<file path="src/core/llic_pkg.sv">
/*
 Constants shared by the lock indicator and link controller and its pulse timer.
 Assumes a 25 MHz core clock; all times except the one-second deny delay (DENY_CYC in llic_top) are turned into cycle counts here.
*/
// Function
// - power-up: red major, green minor, silent
// - relock: one red flash, one beep
// - rex plus card held 8 s starts link
// - green flash, up to three requests per channel
// - twenty second error test, flash per result
// - success: channel count green flashes and beeps
// - failure: two red flashes, one long beep
// - card read beeps once, unread silent
// - reader lost: one red flash, no sound
// - denied: two red flashes, one beep, delayed
// - granted: unlock, green flash, then relock
package llic_pkg;
	localparam int unsigned CLK_HZ = 25000000;
	localparam int unsigned FLASH_MS = 200;
	localparam int unsigned GAP_MS = 200;
	localparam int unsigned LONG_MS = 1000;
	localparam int unsigned HOLD_S = 8;
	localparam int unsigned PER_S = 20;
	localparam int unsigned RELOCK_S = 3;
	localparam int unsigned REPLY_MS = 100;
	localparam int unsigned FLASH_CYC = CLK_HZ / 1000 * FLASH_MS;
	localparam int unsigned GAP_CYC = CLK_HZ / 1000 * GAP_MS;
	localparam int unsigned LONG_CYC = CLK_HZ / 1000 * LONG_MS;
	localparam int unsigned HOLD_CYC = CLK_HZ * HOLD_S;
	localparam int unsigned PER_CYC = CLK_HZ * PER_S;
	localparam int unsigned RELOCK_CYC = CLK_HZ * RELOCK_S;
	localparam int unsigned REPLY_CYC = CLK_HZ / 1000 * REPLY_MS;
	localparam logic [3:0] CHAN_FIRST = 4'h1;
	localparam logic [3:0] CHAN_LAST = 4'hf;
	localparam logic [1:0] REQ_TRIES = 2'h3;
	localparam logic [3:0] DENY_FLASHES = 4'h2;
	localparam logic [3:0] FAIL_FLASHES = 4'h2;
	localparam logic [3:0] ONE = 4'h1;
	typedef enum logic [1:0] {LLIC_RED, LLIC_GREEN, LLIC_NONE} llic_colour_t;
	typedef enum {
		LLIC_IDLE, LLIC_VER_MAJ, LLIC_VER_MIN, LLIC_ARM, LLIC_LINK_GO, LLIC_REQ,
		LLIC_WAIT, LLIC_PER, LLIC_PER_END, LLIC_OK, LLIC_FAIL, LLIC_DENY_WAIT,
		LLIC_DENY, LLIC_UNLOCK, LLIC_OPEN, LLIC_RELOCK, LLIC_DONE
	} llic_state_t;
endpackage

</file>
<file path="src/core/llic_pulser.sv">
/*
 Pulse train generator: emits a number of flashes with optional beeps.
 Assumes start is a one-cycle request while busy is low.
*/
`timescale 1ns/1ps
module llic_pulser #(
	parameter int unsigned ON_CYC = llic_pkg::FLASH_CYC,
	parameter int unsigned OFF_CYC = llic_pkg::GAP_CYC,
	parameter int unsigned LONG_CYC = llic_pkg::LONG_CYC
) (
	// clocking
	input wire logic clk_in,
	input wire logic rst_n_in,
	input wire logic ce_in,
	// request
	input wire logic start_in,
	input wire logic [3:0] count_in,
	input wire logic red_in,
	input wire logic green_in,
	input wire logic [3:0] beeps_in,
	input wire logic long_in,
	// outputs
	output logic busy_out,
	output logic red_out,
	output logic green_out,
	output logic beep_out
);
	logic [3:0] left_r;
	logic [3:0] beeps_r;
	logic red_r;
	logic green_r;
	logic long_r;
	logic on_r;
	logic [31:0] cnt_r;

	always_ff @(posedge clk_in or negedge rst_n_in) begin
		if (!rst_n_in) begin
			left_r <= 4'h0;
			beeps_r <= 4'h0;
			red_r <= 1'b0;
			green_r <= 1'b0;
			long_r <= 1'b0;
			on_r <= 1'b0;
			cnt_r <= 32'h0;
			busy_out <= 1'b0;
			red_out <= 1'b0;
			green_out <= 1'b0;
			beep_out <= 1'b0;
		end else if (ce_in) begin
			if (!busy_out) begin
				if (start_in && (count_in != 4'h0 || beeps_in != 4'h0)) begin
					left_r <= (count_in > beeps_in) ? count_in : beeps_in;
					beeps_r <= beeps_in;
					red_r <= red_in;
					green_r <= green_in;
					long_r <= long_in;
					busy_out <= 1'b1;
					on_r <= 1'b0;
					cnt_r <= 32'h0;
				end
			end else if (cnt_r != 32'h0) begin
				cnt_r <= cnt_r - 32'h1;
			end else if (!on_r) begin
				if (left_r == 4'h0) begin
					busy_out <= 1'b0;
				end else begin
					on_r <= 1'b1;
					red_out <= red_r;
					green_out <= green_r;
					beep_out <= beeps_r != 4'h0;
					cnt_r <= (long_r && beeps_r != 4'h0) ? LONG_CYC - 1 : ON_CYC - 1;
				end
			end else begin
				on_r <= 1'b0;
				red_out <= 1'b0;
				green_out <= 1'b0;
				beep_out <= 1'b0;
				left_r <= left_r - 4'h1;
				if (beeps_r != 4'h0) begin
					beeps_r <= beeps_r - 4'h1;
				end
				cnt_r <= OFF_CYC - 1;
			end
		end
	end
endmodule

</file>
<file path="src/core/llic_top.sv">
/*
 Lock link and indicator controller: link sequence over the RF modem
 and LED/sounder patterns for version, card, access and relock events.
 Assumes an RF modem and reader front end on the same clock, except the
 lever and card-present pins which are synchronised here.
*/
`timescale 1ns/1ps
module llic_top #(
	parameter int unsigned HOLD_CYC = llic_pkg::HOLD_CYC,
	parameter int unsigned PER_CYC = llic_pkg::PER_CYC,
	parameter int unsigned RELOCK_CYC = llic_pkg::RELOCK_CYC,
	parameter int unsigned REPLY_CYC = llic_pkg::REPLY_CYC,
	parameter int unsigned DENY_CYC = llic_pkg::CLK_HZ,
	parameter int unsigned ON_CYC = llic_pkg::FLASH_CYC,
	parameter int unsigned OFF_CYC = llic_pkg::GAP_CYC,
	parameter int unsigned LONG_CYC = llic_pkg::LONG_CYC,
	parameter logic [3:0] VER_MAJOR = 4'h1,
	parameter logic [3:0] VER_MINOR = 4'h0
) (
	// clocking
	input wire logic core_clk_in,
	input wire logic rst_n_in,
	input wire logic ce_in,
	// pins from the door
	input wire logic rex_in,
	input wire logic card_present_in,
	// reader front end, same clock
	input wire logic card_read_in,
	input wire logic reader_lost_in,
	input wire logic access_grant_in,
	input wire logic access_deny_in,
	// rf modem, same clock
	input wire logic rf_reply_in,
	input wire logic rf_good_in,
	input wire logic rf_bad_in,
	input wire logic rf_quality_ok_in,
	// rf modem controls
	output logic rf_req_out,
	output logic [3:0] rf_chan_out,
	output logic linked_out,
	// actuators and indicators
	output logic motor_unlock_out,
	output logic motor_lock_out,
	output logic led_red_out,
	output logic led_green_out,
	output logic sounder_out
);
	logic rst_s1_r;
	logic rst_r;
	logic rex_s1_r;
	logic rex_r;
	logic card_s1_r;
	logic card_r;
	logic card_d_r;
	llic_pkg::llic_state_t state_r;
	logic [31:0] tmr_r;
	logic [1:0] tries_r;
	logic [3:0] chan_r;
	logic p_start_nxt;
	logic [3:0] p_cnt_nxt;
	logic p_red_nxt;
	logic p_green_nxt;
	logic [3:0] p_beep_nxt;
	logic p_long_nxt;
	logic p_busy;
	logic p_red;
	logic p_green;
	logic p_beep;
	logic rx_red_r;
	logic rx_green_r;
	logic card_edge;
	logic in_link;

	// reset release is synchronised so all state leaves reset together
	always_ff @(posedge core_clk_in or negedge rst_n_in) begin
		if (!rst_n_in) begin
			rst_s1_r <= 1'b0;
			rst_r <= 1'b0;
		end else begin
			rst_s1_r <= 1'b1;
			rst_r <= rst_s1_r;
		end
	end

	// lever and card pins are asynchronous to the core clock
	always_ff @(posedge core_clk_in or negedge rst_r) begin
		if (!rst_r) begin
			rex_s1_r <= 1'b0;
			rex_r <= 1'b0;
			card_s1_r <= 1'b0;
			card_r <= 1'b0;
			card_d_r <= 1'b0;
		end else if (ce_in) begin
			rex_s1_r <= rex_in;
			rex_r <= rex_s1_r;
			card_s1_r <= card_present_in;
			card_r <= card_s1_r;
			card_d_r <= card_r;
		end
	end

	assign card_edge = card_r && !card_d_r;
	assign in_link = state_r == llic_pkg::LLIC_PER;

	// pulse requests per state; the train runs to completion before the next
	always_comb begin
		p_start_nxt = 1'b0;
		p_cnt_nxt = 4'h0;
		p_red_nxt = 1'b0;
		p_green_nxt = 1'b0;
		p_beep_nxt = 4'h0;
		p_long_nxt = 1'b0;
		if (!p_busy) begin
			case (state_r)
				llic_pkg::LLIC_VER_MAJ: begin
					p_start_nxt = 1'b1;
					p_cnt_nxt = VER_MAJOR;
					p_red_nxt = 1'b1;
				end
				llic_pkg::LLIC_VER_MIN: begin
					p_start_nxt = 1'b1;
					p_cnt_nxt = VER_MINOR;
					p_green_nxt = 1'b1;
				end
				llic_pkg::LLIC_LINK_GO: begin
					p_start_nxt = 1'b1;
					p_cnt_nxt = llic_pkg::ONE;
					p_green_nxt = 1'b1;
				end
				llic_pkg::LLIC_REQ: begin
					p_start_nxt = 1'b1;
					p_cnt_nxt = llic_pkg::ONE;
					p_red_nxt = 1'b1;
				end
				llic_pkg::LLIC_OK: begin
					p_start_nxt = 1'b1;
					p_cnt_nxt = chan_r;
					p_green_nxt = 1'b1;
					p_beep_nxt = chan_r;
				end
				llic_pkg::LLIC_FAIL: begin
					p_start_nxt = 1'b1;
					p_cnt_nxt = llic_pkg::FAIL_FLASHES;
					p_red_nxt = 1'b1;
					p_beep_nxt = llic_pkg::ONE;
					p_long_nxt = 1'b1;
				end
				llic_pkg::LLIC_DENY: begin
					p_start_nxt = 1'b1;
					p_cnt_nxt = llic_pkg::DENY_FLASHES;
					p_red_nxt = 1'b1;
					p_beep_nxt = llic_pkg::ONE;
				end
				llic_pkg::LLIC_UNLOCK: begin
					p_start_nxt = 1'b1;
					p_cnt_nxt = llic_pkg::ONE;
					p_green_nxt = 1'b1;
				end
				llic_pkg::LLIC_RELOCK: begin
					p_start_nxt = 1'b1;
					p_cnt_nxt = llic_pkg::ONE;
					p_red_nxt = 1'b1;
					p_beep_nxt = llic_pkg::ONE;
				end
				llic_pkg::LLIC_IDLE: begin
					if (card_read_in) begin
						p_start_nxt = 1'b1;
						p_beep_nxt = llic_pkg::ONE;
					end else if (reader_lost_in) begin
						p_start_nxt = 1'b1;
						p_cnt_nxt = llic_pkg::ONE;
						p_red_nxt = 1'b1;
					end
				end
				default: begin
					p_start_nxt = 1'b0;
				end
			endcase
		end
	end

	llic_pulser #(
		.ON_CYC(ON_CYC),
		.OFF_CYC(OFF_CYC),
		.LONG_CYC(LONG_CYC)
	) u_pulser (
		.clk_in(core_clk_in),
		.rst_n_in(rst_r),
		.ce_in(ce_in),
		.start_in(p_start_nxt),
		.count_in(p_cnt_nxt),
		.red_in(p_red_nxt),
		.green_in(p_green_nxt),
		.beeps_in(p_beep_nxt),
		.long_in(p_long_nxt),
		.busy_out(p_busy),
		.red_out(p_red),
		.green_out(p_green),
		.beep_out(p_beep)
	);

	// main sequencer; the pulser must be idle before a state with a train moves on
	always_ff @(posedge core_clk_in or negedge rst_r) begin
		if (!rst_r) begin
			state_r <= llic_pkg::LLIC_VER_MAJ;
			tmr_r <= 32'h0;
			tries_r <= 2'h0;
			chan_r <= llic_pkg::CHAN_FIRST;
			linked_out <= 1'b0;
			rf_req_out <= 1'b0;
			motor_unlock_out <= 1'b0;
			motor_lock_out <= 1'b0;
		end else if (ce_in) begin
			rf_req_out <= 1'b0;
			motor_unlock_out <= 1'b0;
			motor_lock_out <= 1'b0;
			case (state_r)
				llic_pkg::LLIC_VER_MAJ: begin
					if (p_start_nxt || VER_MAJOR == 4'h0) begin
						state_r <= llic_pkg::LLIC_VER_MIN;
					end
				end
				llic_pkg::LLIC_VER_MIN: begin
					if (p_start_nxt || VER_MINOR == 4'h0) begin
						state_r <= llic_pkg::LLIC_DONE;
					end
				end
				llic_pkg::LLIC_IDLE: begin
					tmr_r <= 32'h0;
					if (rex_r && card_edge) begin
						state_r <= llic_pkg::LLIC_ARM;
					end else if (access_grant_in) begin
						state_r <= llic_pkg::LLIC_UNLOCK;
					end else if (access_deny_in) begin
						state_r <= llic_pkg::LLIC_DENY_WAIT;
					end
				end
				llic_pkg::LLIC_ARM: begin
					if (!rex_r) begin
						state_r <= llic_pkg::LLIC_IDLE;
					end else if (tmr_r >= HOLD_CYC - 1) begin
						tmr_r <= 32'h0;
						tries_r <= 2'h0;
						state_r <= llic_pkg::LLIC_LINK_GO;
					end else begin
						tmr_r <= tmr_r + 32'h1;
					end
				end
				llic_pkg::LLIC_LINK_GO: begin
					if (p_start_nxt) begin
						state_r <= llic_pkg::LLIC_REQ;
					end
				end
				llic_pkg::LLIC_REQ: begin
					if (p_start_nxt) begin
						rf_req_out <= 1'b1;
						tries_r <= tries_r + 2'h1;
						tmr_r <= 32'h0;
						state_r <= llic_pkg::LLIC_WAIT;
					end
				end
				llic_pkg::LLIC_WAIT: begin
					if (rf_reply_in) begin
						tmr_r <= 32'h0;
						state_r <= llic_pkg::LLIC_PER;
					end else if (tmr_r >= REPLY_CYC - 1) begin
						tmr_r <= 32'h0;
						state_r <= llic_pkg::LLIC_REQ;
						if (tries_r == llic_pkg::REQ_TRIES) begin
							tries_r <= 2'h0;
							chan_r <= (chan_r == llic_pkg::CHAN_LAST) ? llic_pkg::CHAN_FIRST
								: chan_r + 4'h1;
						end
					end else begin
						tmr_r <= tmr_r + 32'h1;
					end
				end
				llic_pkg::LLIC_PER: begin
					if (tmr_r >= PER_CYC - 1) begin
						state_r <= llic_pkg::LLIC_PER_END;
					end else begin
						tmr_r <= tmr_r + 32'h1;
					end
				end
				llic_pkg::LLIC_PER_END: begin
					if (!p_busy) begin
						state_r <= rf_quality_ok_in ? llic_pkg::LLIC_OK : llic_pkg::LLIC_FAIL;
					end
				end
				llic_pkg::LLIC_OK: begin
					if (p_start_nxt) begin
						linked_out <= 1'b1;
						state_r <= llic_pkg::LLIC_DONE;
					end
				end
				llic_pkg::LLIC_FAIL: begin
					if (p_start_nxt) begin
						state_r <= llic_pkg::LLIC_DONE;
					end
				end
				llic_pkg::LLIC_DENY_WAIT: begin
					if (tmr_r >= DENY_CYC - 1) begin
						state_r <= llic_pkg::LLIC_DENY;
					end else begin
						tmr_r <= tmr_r + 32'h1;
					end
				end
				llic_pkg::LLIC_DENY: begin
					if (p_start_nxt) begin
						state_r <= llic_pkg::LLIC_DONE;
					end
				end
				llic_pkg::LLIC_UNLOCK: begin
					if (p_start_nxt) begin
						motor_unlock_out <= 1'b1;
						tmr_r <= 32'h0;
						state_r <= llic_pkg::LLIC_OPEN;
					end
				end
				llic_pkg::LLIC_OPEN: begin
					if (tmr_r >= RELOCK_CYC - 1) begin
						state_r <= llic_pkg::LLIC_RELOCK;
					end else begin
						tmr_r <= tmr_r + 32'h1;
					end
				end
				llic_pkg::LLIC_RELOCK: begin
					if (p_start_nxt) begin
						motor_lock_out <= 1'b1;
						state_r <= llic_pkg::LLIC_DONE;
					end
				end
				llic_pkg::LLIC_DONE: begin
					if (!p_busy) begin
						state_r <= llic_pkg::LLIC_IDLE;
					end
				end
				default: begin
					state_r <= llic_pkg::LLIC_IDLE;
				end
			endcase
		end
	end

	always_ff @(posedge core_clk_in or negedge rst_r) begin
		if (!rst_r) begin
			rx_red_r <= 1'b0;
			rx_green_r <= 1'b0;
		end else if (ce_in) begin
			rx_green_r <= in_link && rf_good_in;
			rx_red_r <= in_link && rf_bad_in && !rf_good_in;
		end
	end

	// outputs registered so glitches from the state decode never reach the LEDs
	always_ff @(posedge core_clk_in or negedge rst_r) begin
		if (!rst_r) begin
			led_red_out <= 1'b0;
			led_green_out <= 1'b0;
			sounder_out <= 1'b0;
			rf_chan_out <= llic_pkg::CHAN_FIRST;
		end else if (ce_in) begin
			led_red_out <= p_red || rx_red_r;
			led_green_out <= p_green || rx_green_r;
			sounder_out <= p_beep;
			rf_chan_out <= chan_r;
		end
	end
endmodule

</file>
<file path="config.mk">
export PLATFORM = sky130hd
export DESIGN_NAME = llic_top
export DESIGN_NICKNAME = d
export VERILOG_FILES = /design/src/core/llic_pkg.sv /design/src/core/llic_pulser.sv /design/src/core/llic_top.sv
export SDC_FILE = /design/constraint.sdc
export NUM_CORES = 1
export LEC_CHECK = 0
export BUFFER_PORTS_ARGS = -buffer_cell sky130_fd_sc_hd__buf_2
export CELL_PAD_IN_SITES_DETAIL_PLACEMENT = 1
export CELL_PAD_IN_SITES_GLOBAL_PLACEMENT = 2
export CORE_MARGIN = 5
export CORE_UTILIZATION = 42
export DETAILED_ROUTE_END_ITERATION = 16
export PLACE_DENSITY_LB_ADDON = 0.1
export SYNTH_ARGS = -nofsm -noshare
export SYNTH_HDL_FRONTEND = slang
export SYNTH_SLANG_ARGS = --single-unit
</file>
<file path="constraint.sdc">
create_clock -name core_clk_in -period 7.6 [get_ports core_clk_in]
set_clock_uncertainty 0.15 [all_clocks]
set_input_delay 0.76 -clock core_clk_in [delete_from_list [all_inputs] [get_ports core_clk_in]]
set_output_delay 0.76 -clock core_clk_in [all_outputs]
set_load 0.05 [all_outputs]
</file>
# After elaboration in Yosys (flattened, before gate mapping)
# Index checks and enable logic that the tools add are counted.
[word_totals]
register_bits = 138
in_bits = 13
out_inout_bits = 11
elab_cells = 219
[classes]
n_addsub = 6
order_cmp = 6
n_eq_ne = 46
mux = 86
bitwise = 3
n_reduce_logical = 40
[ops]
columns = ["cell", "n"]
rows = [
  ["$mux 32", 30],
  ["$pmux 32 s14", 1],
  ["$eq 32x4->1 const B", 9],
  ["$pmux 32 s7", 1],
  ["$eq 32x3->1 const B", 4],
  ["$eq 32x2->1 const B", 2],
  ["$mux 4", 13],
  ["$add 32x1->32 const B", 1],
  ["$eq 32x1->1 const B", 1],
  ["$eq 32x5->1 const B", 1],
  ["$ge 32x22->1 const B", 1],
  ["$ge 32x25->1 const B", 1],
  ["$ge 32x27->1 const B", 1],
  ["$ge 32x28->1 const B", 1],
  ["$ge 32x29->1 const B", 1],
  ["$logic_not 32->1", 1],
  ["$ne 2x2->1 const B", 16],
  ["$reduce_bool 32->1", 1],
  ["$sub 32x1->32 const B", 1],
  ["$mux 1", 28],
  ["$mux 25", 1],
  ["$pmux 4 s4", 1],
  ["$mux 2", 7],
  ["$ne 2x1->1 const B", 7],
  ["other kinds (31)", 56],
]

# Depth between registers and ports, before layout
[logic_depth]
depth_word = 9
ltp_mapped = 13
ltp_nobuf = 11

# Cells and area by module
# A second synthesis with hierarchy kept.
[hier_totals]
cells_unflattened = 856
hier_area_um2 = 7492.2
[modules_own_cells]
columns = ["mod", "n_inst", "cells_each", "area_each_um2", "seq_area_each_um2"]
rows = [
  ["llic_top", 1, 496, 4269.1, 1580.3],
  ["llic_pulser", 1, 360, 3223.1, 1201.2],
]

# Least setup slack after synthesis
# Ideal clock, no wire load.
[synth_path]
path_type = "register -> register"
from = "register state_r[0]"
to = "register u_pulser.left_r[0]"
setup_ns = 0.127
arrival_ns = 2.778
required_ns = 7.323
slack_ns = 4.544
path_stages_with_launch = 13
n_path_buf = 2
period_less_slack_ns = 3.056
cell_sequence = "dfstp_2 -> buf_1 -> buf_1 -> nand2b_1 -> nor3_1 -> nand3_1 -> ha_1 -> nor2b_1 -> o21ai_0 -> mux2i_1 -> nor2_1 -> a21oi_1 -> o21ai_0"
[synth_between]
elab_chain_len = 9
elab_cells_between_ends = 30
classes_between = "order compare: 1; eq/ne: 9; mux: 9; reduce/logical: 11"
[synth_rtl]
columns = ["item", "line_no", "rtl"]
rows = [
  ["from (decl)", "llic_top.sv:55", "llic_pkg::llic_state_t state_r;"],
  ["from (signal assigned)", "llic_top.sv:205", "state_r <= llic_pkg::LLIC_VER_MAJ;"],
  ["from (signal assigned)", "llic_top.sv:220", "state_r <= llic_pkg::LLIC_VER_MIN;"],
  ["from (signal assigned)", "llic_top.sv:225", "state_r <= llic_pkg::LLIC_DONE;"],
  ["parallel branches: the longest is 9 deep, another holds $gt 4x4->1", "--", ""],
  ["to (signal assigned)", "llic_pulser.sv:52", "left_r <= (count_in > beeps_in) ? count_in : beeps_in;"],
  ["to (signal assigned)", "llic_pulser.sv:78", "left_r <= left_r - 4'h1;"],
  ["to (decl)", "llic_pulser.sv:28", "logic [3:0] left_r;"],
]
# Several ways; the timed one is not identified. The select of a mux whose other input is x is not followed.
# A chain may end at the register's enable or synchronous reset.

# Worst setup path after layout
[layout_path]
from = "register state_r[3]"
to = "register u_pulser.left_r[0]"
# Same word-level chain as after synthesis.

==> impl_metrics.py <==
metrics = {
    "setup_path": {
        "critPathCapture": "u_pulser.left_r[0]",
        "crit_type": "register to register",
        "cp_max_fo": 30,
        "worstSetupStartpoint": "state_r[3]",
        "r2r-start": "state_r[3]",
        "reg2reg_depth": 10,
        "crit_required_ps": 7690,
        "end_kind": "register",
        "arrival_ps": 3800,
        "cp-start-kind": "register",
        "ff2ff_setup_slack_ps": 3880,
        "reg2reg_to": "u_pulser.left_r[0]",
    },
    "synth": {
        "synth_warnings": 0,
        "yosys-top-cells-area": "dfrtp_1 (39%), o21ai_0 (7.2%), a21oi_1 (4.7%)",
        "yosysTopAreaCell": "dfrtp_1",
        "avgSynthCellArea_sq_um": 8.27,
        "syn-num-nets": 869,
        "ys_ff_latch": 111,
        "yosysUniqueCellTypes": 79,
        "synth_edf_count": 0,
        "synth_commonest_cells": "dfrtp_1 (108), o21ai_0 (101), nor2_1 (75), nand2_1 (74), a21oi_1 (66)",
        "yosysSeqAreaShare_pct": 39.8,
        "async_reset_ff_share_pct": 100,
        "yosysMostFrequentCell": "dfrtp_1",
        "syn_area_sq_um": 6990,
        "synthCells": 846,
        "synth_top_area_share_pct": 38.6,
        "yosys_most_used_dff": "dfrtp_1",
    },
    "global_routing": {
        "grt_max_degree": 78,
        "antenna_found_initial": 0,
        "grt_util_all_layers_pct": 21.4,
        "grt_pass1_wl_um": 34600,
        "grt-ovfl-total": 0,
        "grt_pass1_vias": 6683,
    },
    "pwr": {
        "p_per_area_nw_per_um2": 325,
        "clkPwrFrac_pct": 18.2,
        "switching_share_pct": 45.8,
        "vdd_drop_max_mv": 0.159,
        "total_leakage_power_nw": 3.06,
        "pwr-share-seq_pct": 36.8,
        "p_comb_share_pct": 45.1,
        "p_switching_mw": 1.11,
        "internal_power_mw": 1.31,
    },
    "routing": {
        "routed_wl_um": 20900,
        "drc": 0,
        "vias": 6578,
        "wl_per_cell_um": 19.9,
        "antenna_left": 0,
        "drtIter0Drc": 404,
        "vias_per_cell": 6.26,
        "dr.pass1.iters": 5,
    },
    "clocking": {
        "htree_levels": 3,
        "hold_buffers": 0,
        "cts_buffers": 9,
        "clockBufferDepth": 2,
        "root_buffer": "clkbuf_16",
        "cts.clk_slew.worst_paths_ps": 70,
        "cts_setup_buffers": 0,
        "cts.sinks": 111,
        "clk_latency_ps": 360,
        "cts.repair.resized": 0,
        "cts_tree": "done",
    },
    "sta": {
        "period_needed_ps": 3720,
        "fin_setup_tns_ps": 0,
        "rsz0062_at_grt": "false",
        "maxSlewViolCount": 0,
        "max_freq_mhz": 269,
        "min_period_over_period_pct": 48.9,
        "hold_viol": 0,
        "tightest_slew_ps": 1040,
        "maxSlewHeadroom_pct": 30.8,
        "setup_violations": 0,
    },
    "placement": {
        "place_hpwl_um": 14600,
        "gp_congestion": 0.886,
        "dp_cells": 1036,
        "place_area_sq_um": 7200,
        "io_buffers": 23,
    },
    "cells_and_area": {
        "antennaDiodeCount": 0,
        "drive_above_1_share_pct": 8.92,
        "syn2layout_area_growth_pct": 6.53,
        "num-nets-final": 850,
        "design_area_sq_um": 7450,
        "fin_cells": 1050,
    },
    "floorplan": {
        "dieHeight_um": 139,
        "rows": 47,
        "pin_count": 24,
        "die_x_um": 139,
        "initial_core_util_pct": 42.5,
        "coreArea_sq_um": 16500,
        "die-area_sq_um": 19300,
    },
    "hold_path": {
        "worstHoldPathType": "input port to asynchronous set/reset pin",
    },
    "run": {
        "cap_violations": 0,
    },
    "outcome": {
        "outcome": "finished clean",
    },
}
-- per-stage QoR --
stage | hold WS [ps] | total power [mW] | worst slack (ps) | utilization [%]
after global placement | 136 | 1.94 | 4030 | 43.7
final | 26.7 | 2.42 | 3880 | 45.3
after floorplan | 181 | 1.68 | 4130 | -
after global routing | 6.31 | 2.61 | 3530 | 45.3
after CTS | 12.5 | 2.44 | 3920 | 45.3
after detailed placement | 143 | 1.99 | 3900 | 43.7
-- final cells by class --
cell class,instances,area (sq um)
Fill cell,1981,9010
Multi-Input combinational cell,654,3890
Sequential cell,111,2790
Tap cell,220,275
Clock buffer,11,233
Timing Repair Buffer,29,160
Inverter,22,82.6
Clock inverter,3,21.3
-- kinds of logic after synthesis --
group | Yosys count | synth area share, %
AO/OA/AOI/OAI | 281 | 24.8
other | 1 | 0.0536
flip-flops | 111 | 39.8
multiplexers | 17 | 2.68
adder cells (fa/ha/maj) | 10 | 1.79
XOR/XNOR | 4 | 0.501
buffers and inverters | 81 | 4.62
AND/OR/NAND/NOR | 341 | 25.8
-- worst min path at each step --
| stage | depth (start not counted) | slack [ps] | to |
|---|---|---|---|
| after global routing | 1 | 6 | rst_r |
| after global placement | 0 | 140 | card_d_r |
| after detailed placement | 0 | 140 | card_s1_r |
| after CTS | 1 | 10 | rst_r |
| final | 1 | 30 | rst_r |
| after floorplan | 0 | 180 | rst_r |
-- critical path, cell delays in order (launching register included) --
cell,delay (ps)
dfrtp_1,970
nand2b_1,390
nor3_1,520
nand3_1,240
ha_1,370
nor2b_1,130
o21ai_0,280
mux2i_1,280
nor2_1,60
a21oi_1,120
o21ai_0,90
-- power by group through the flow --
stage	clock (mW)	combinational, mW	sequential (mW)
after floorplan	0	0.846	0.833
after global placement	0	1.05	0.887
after detailed placement	0	1.09	0.899
after CTS	0.458	1.10	0.889
after global routing	0.481	1.22	0.913
final	0.440	1.09	0.891
-- cell usage in the layout, fill, tap and decap left out, types with 10 or more instances in the layout --
master and instances:
nor3_1 30, inv_1 22, nand4_1 21, nor4_1 14
nand2_1 74, ha_1 10, a21oi_1 66, nand2b_1 15
nor2_1 75, nand3_1 32, mux2_2 14, o21ai_0 101
buf_2 23, dfrtp_1 107, or3_1 12, o31ai_1 17
-- flip-flops by register name, summed over array words and instances, names as in the netlist, 2 cells and up --
register	flops
u_pulser.beeps_r	4
chan_r	4
rf_chan_out	4
tmr_r	32
u_pulser.cnt_r	32
state_r	5
tries_r	2
u_pulser.left_r	4
-- per-layer routing --
layer	vias to the layer above	wire length, um	global-route usage (%)
met5	-	0	0
met4	0	242	4.02
met3	18	730	4.48
met2	101	10200	35.8
met1	3357	9800	29.2
li1	3102	-	-
Note: power is estimated with default switching activity, not from simulation.
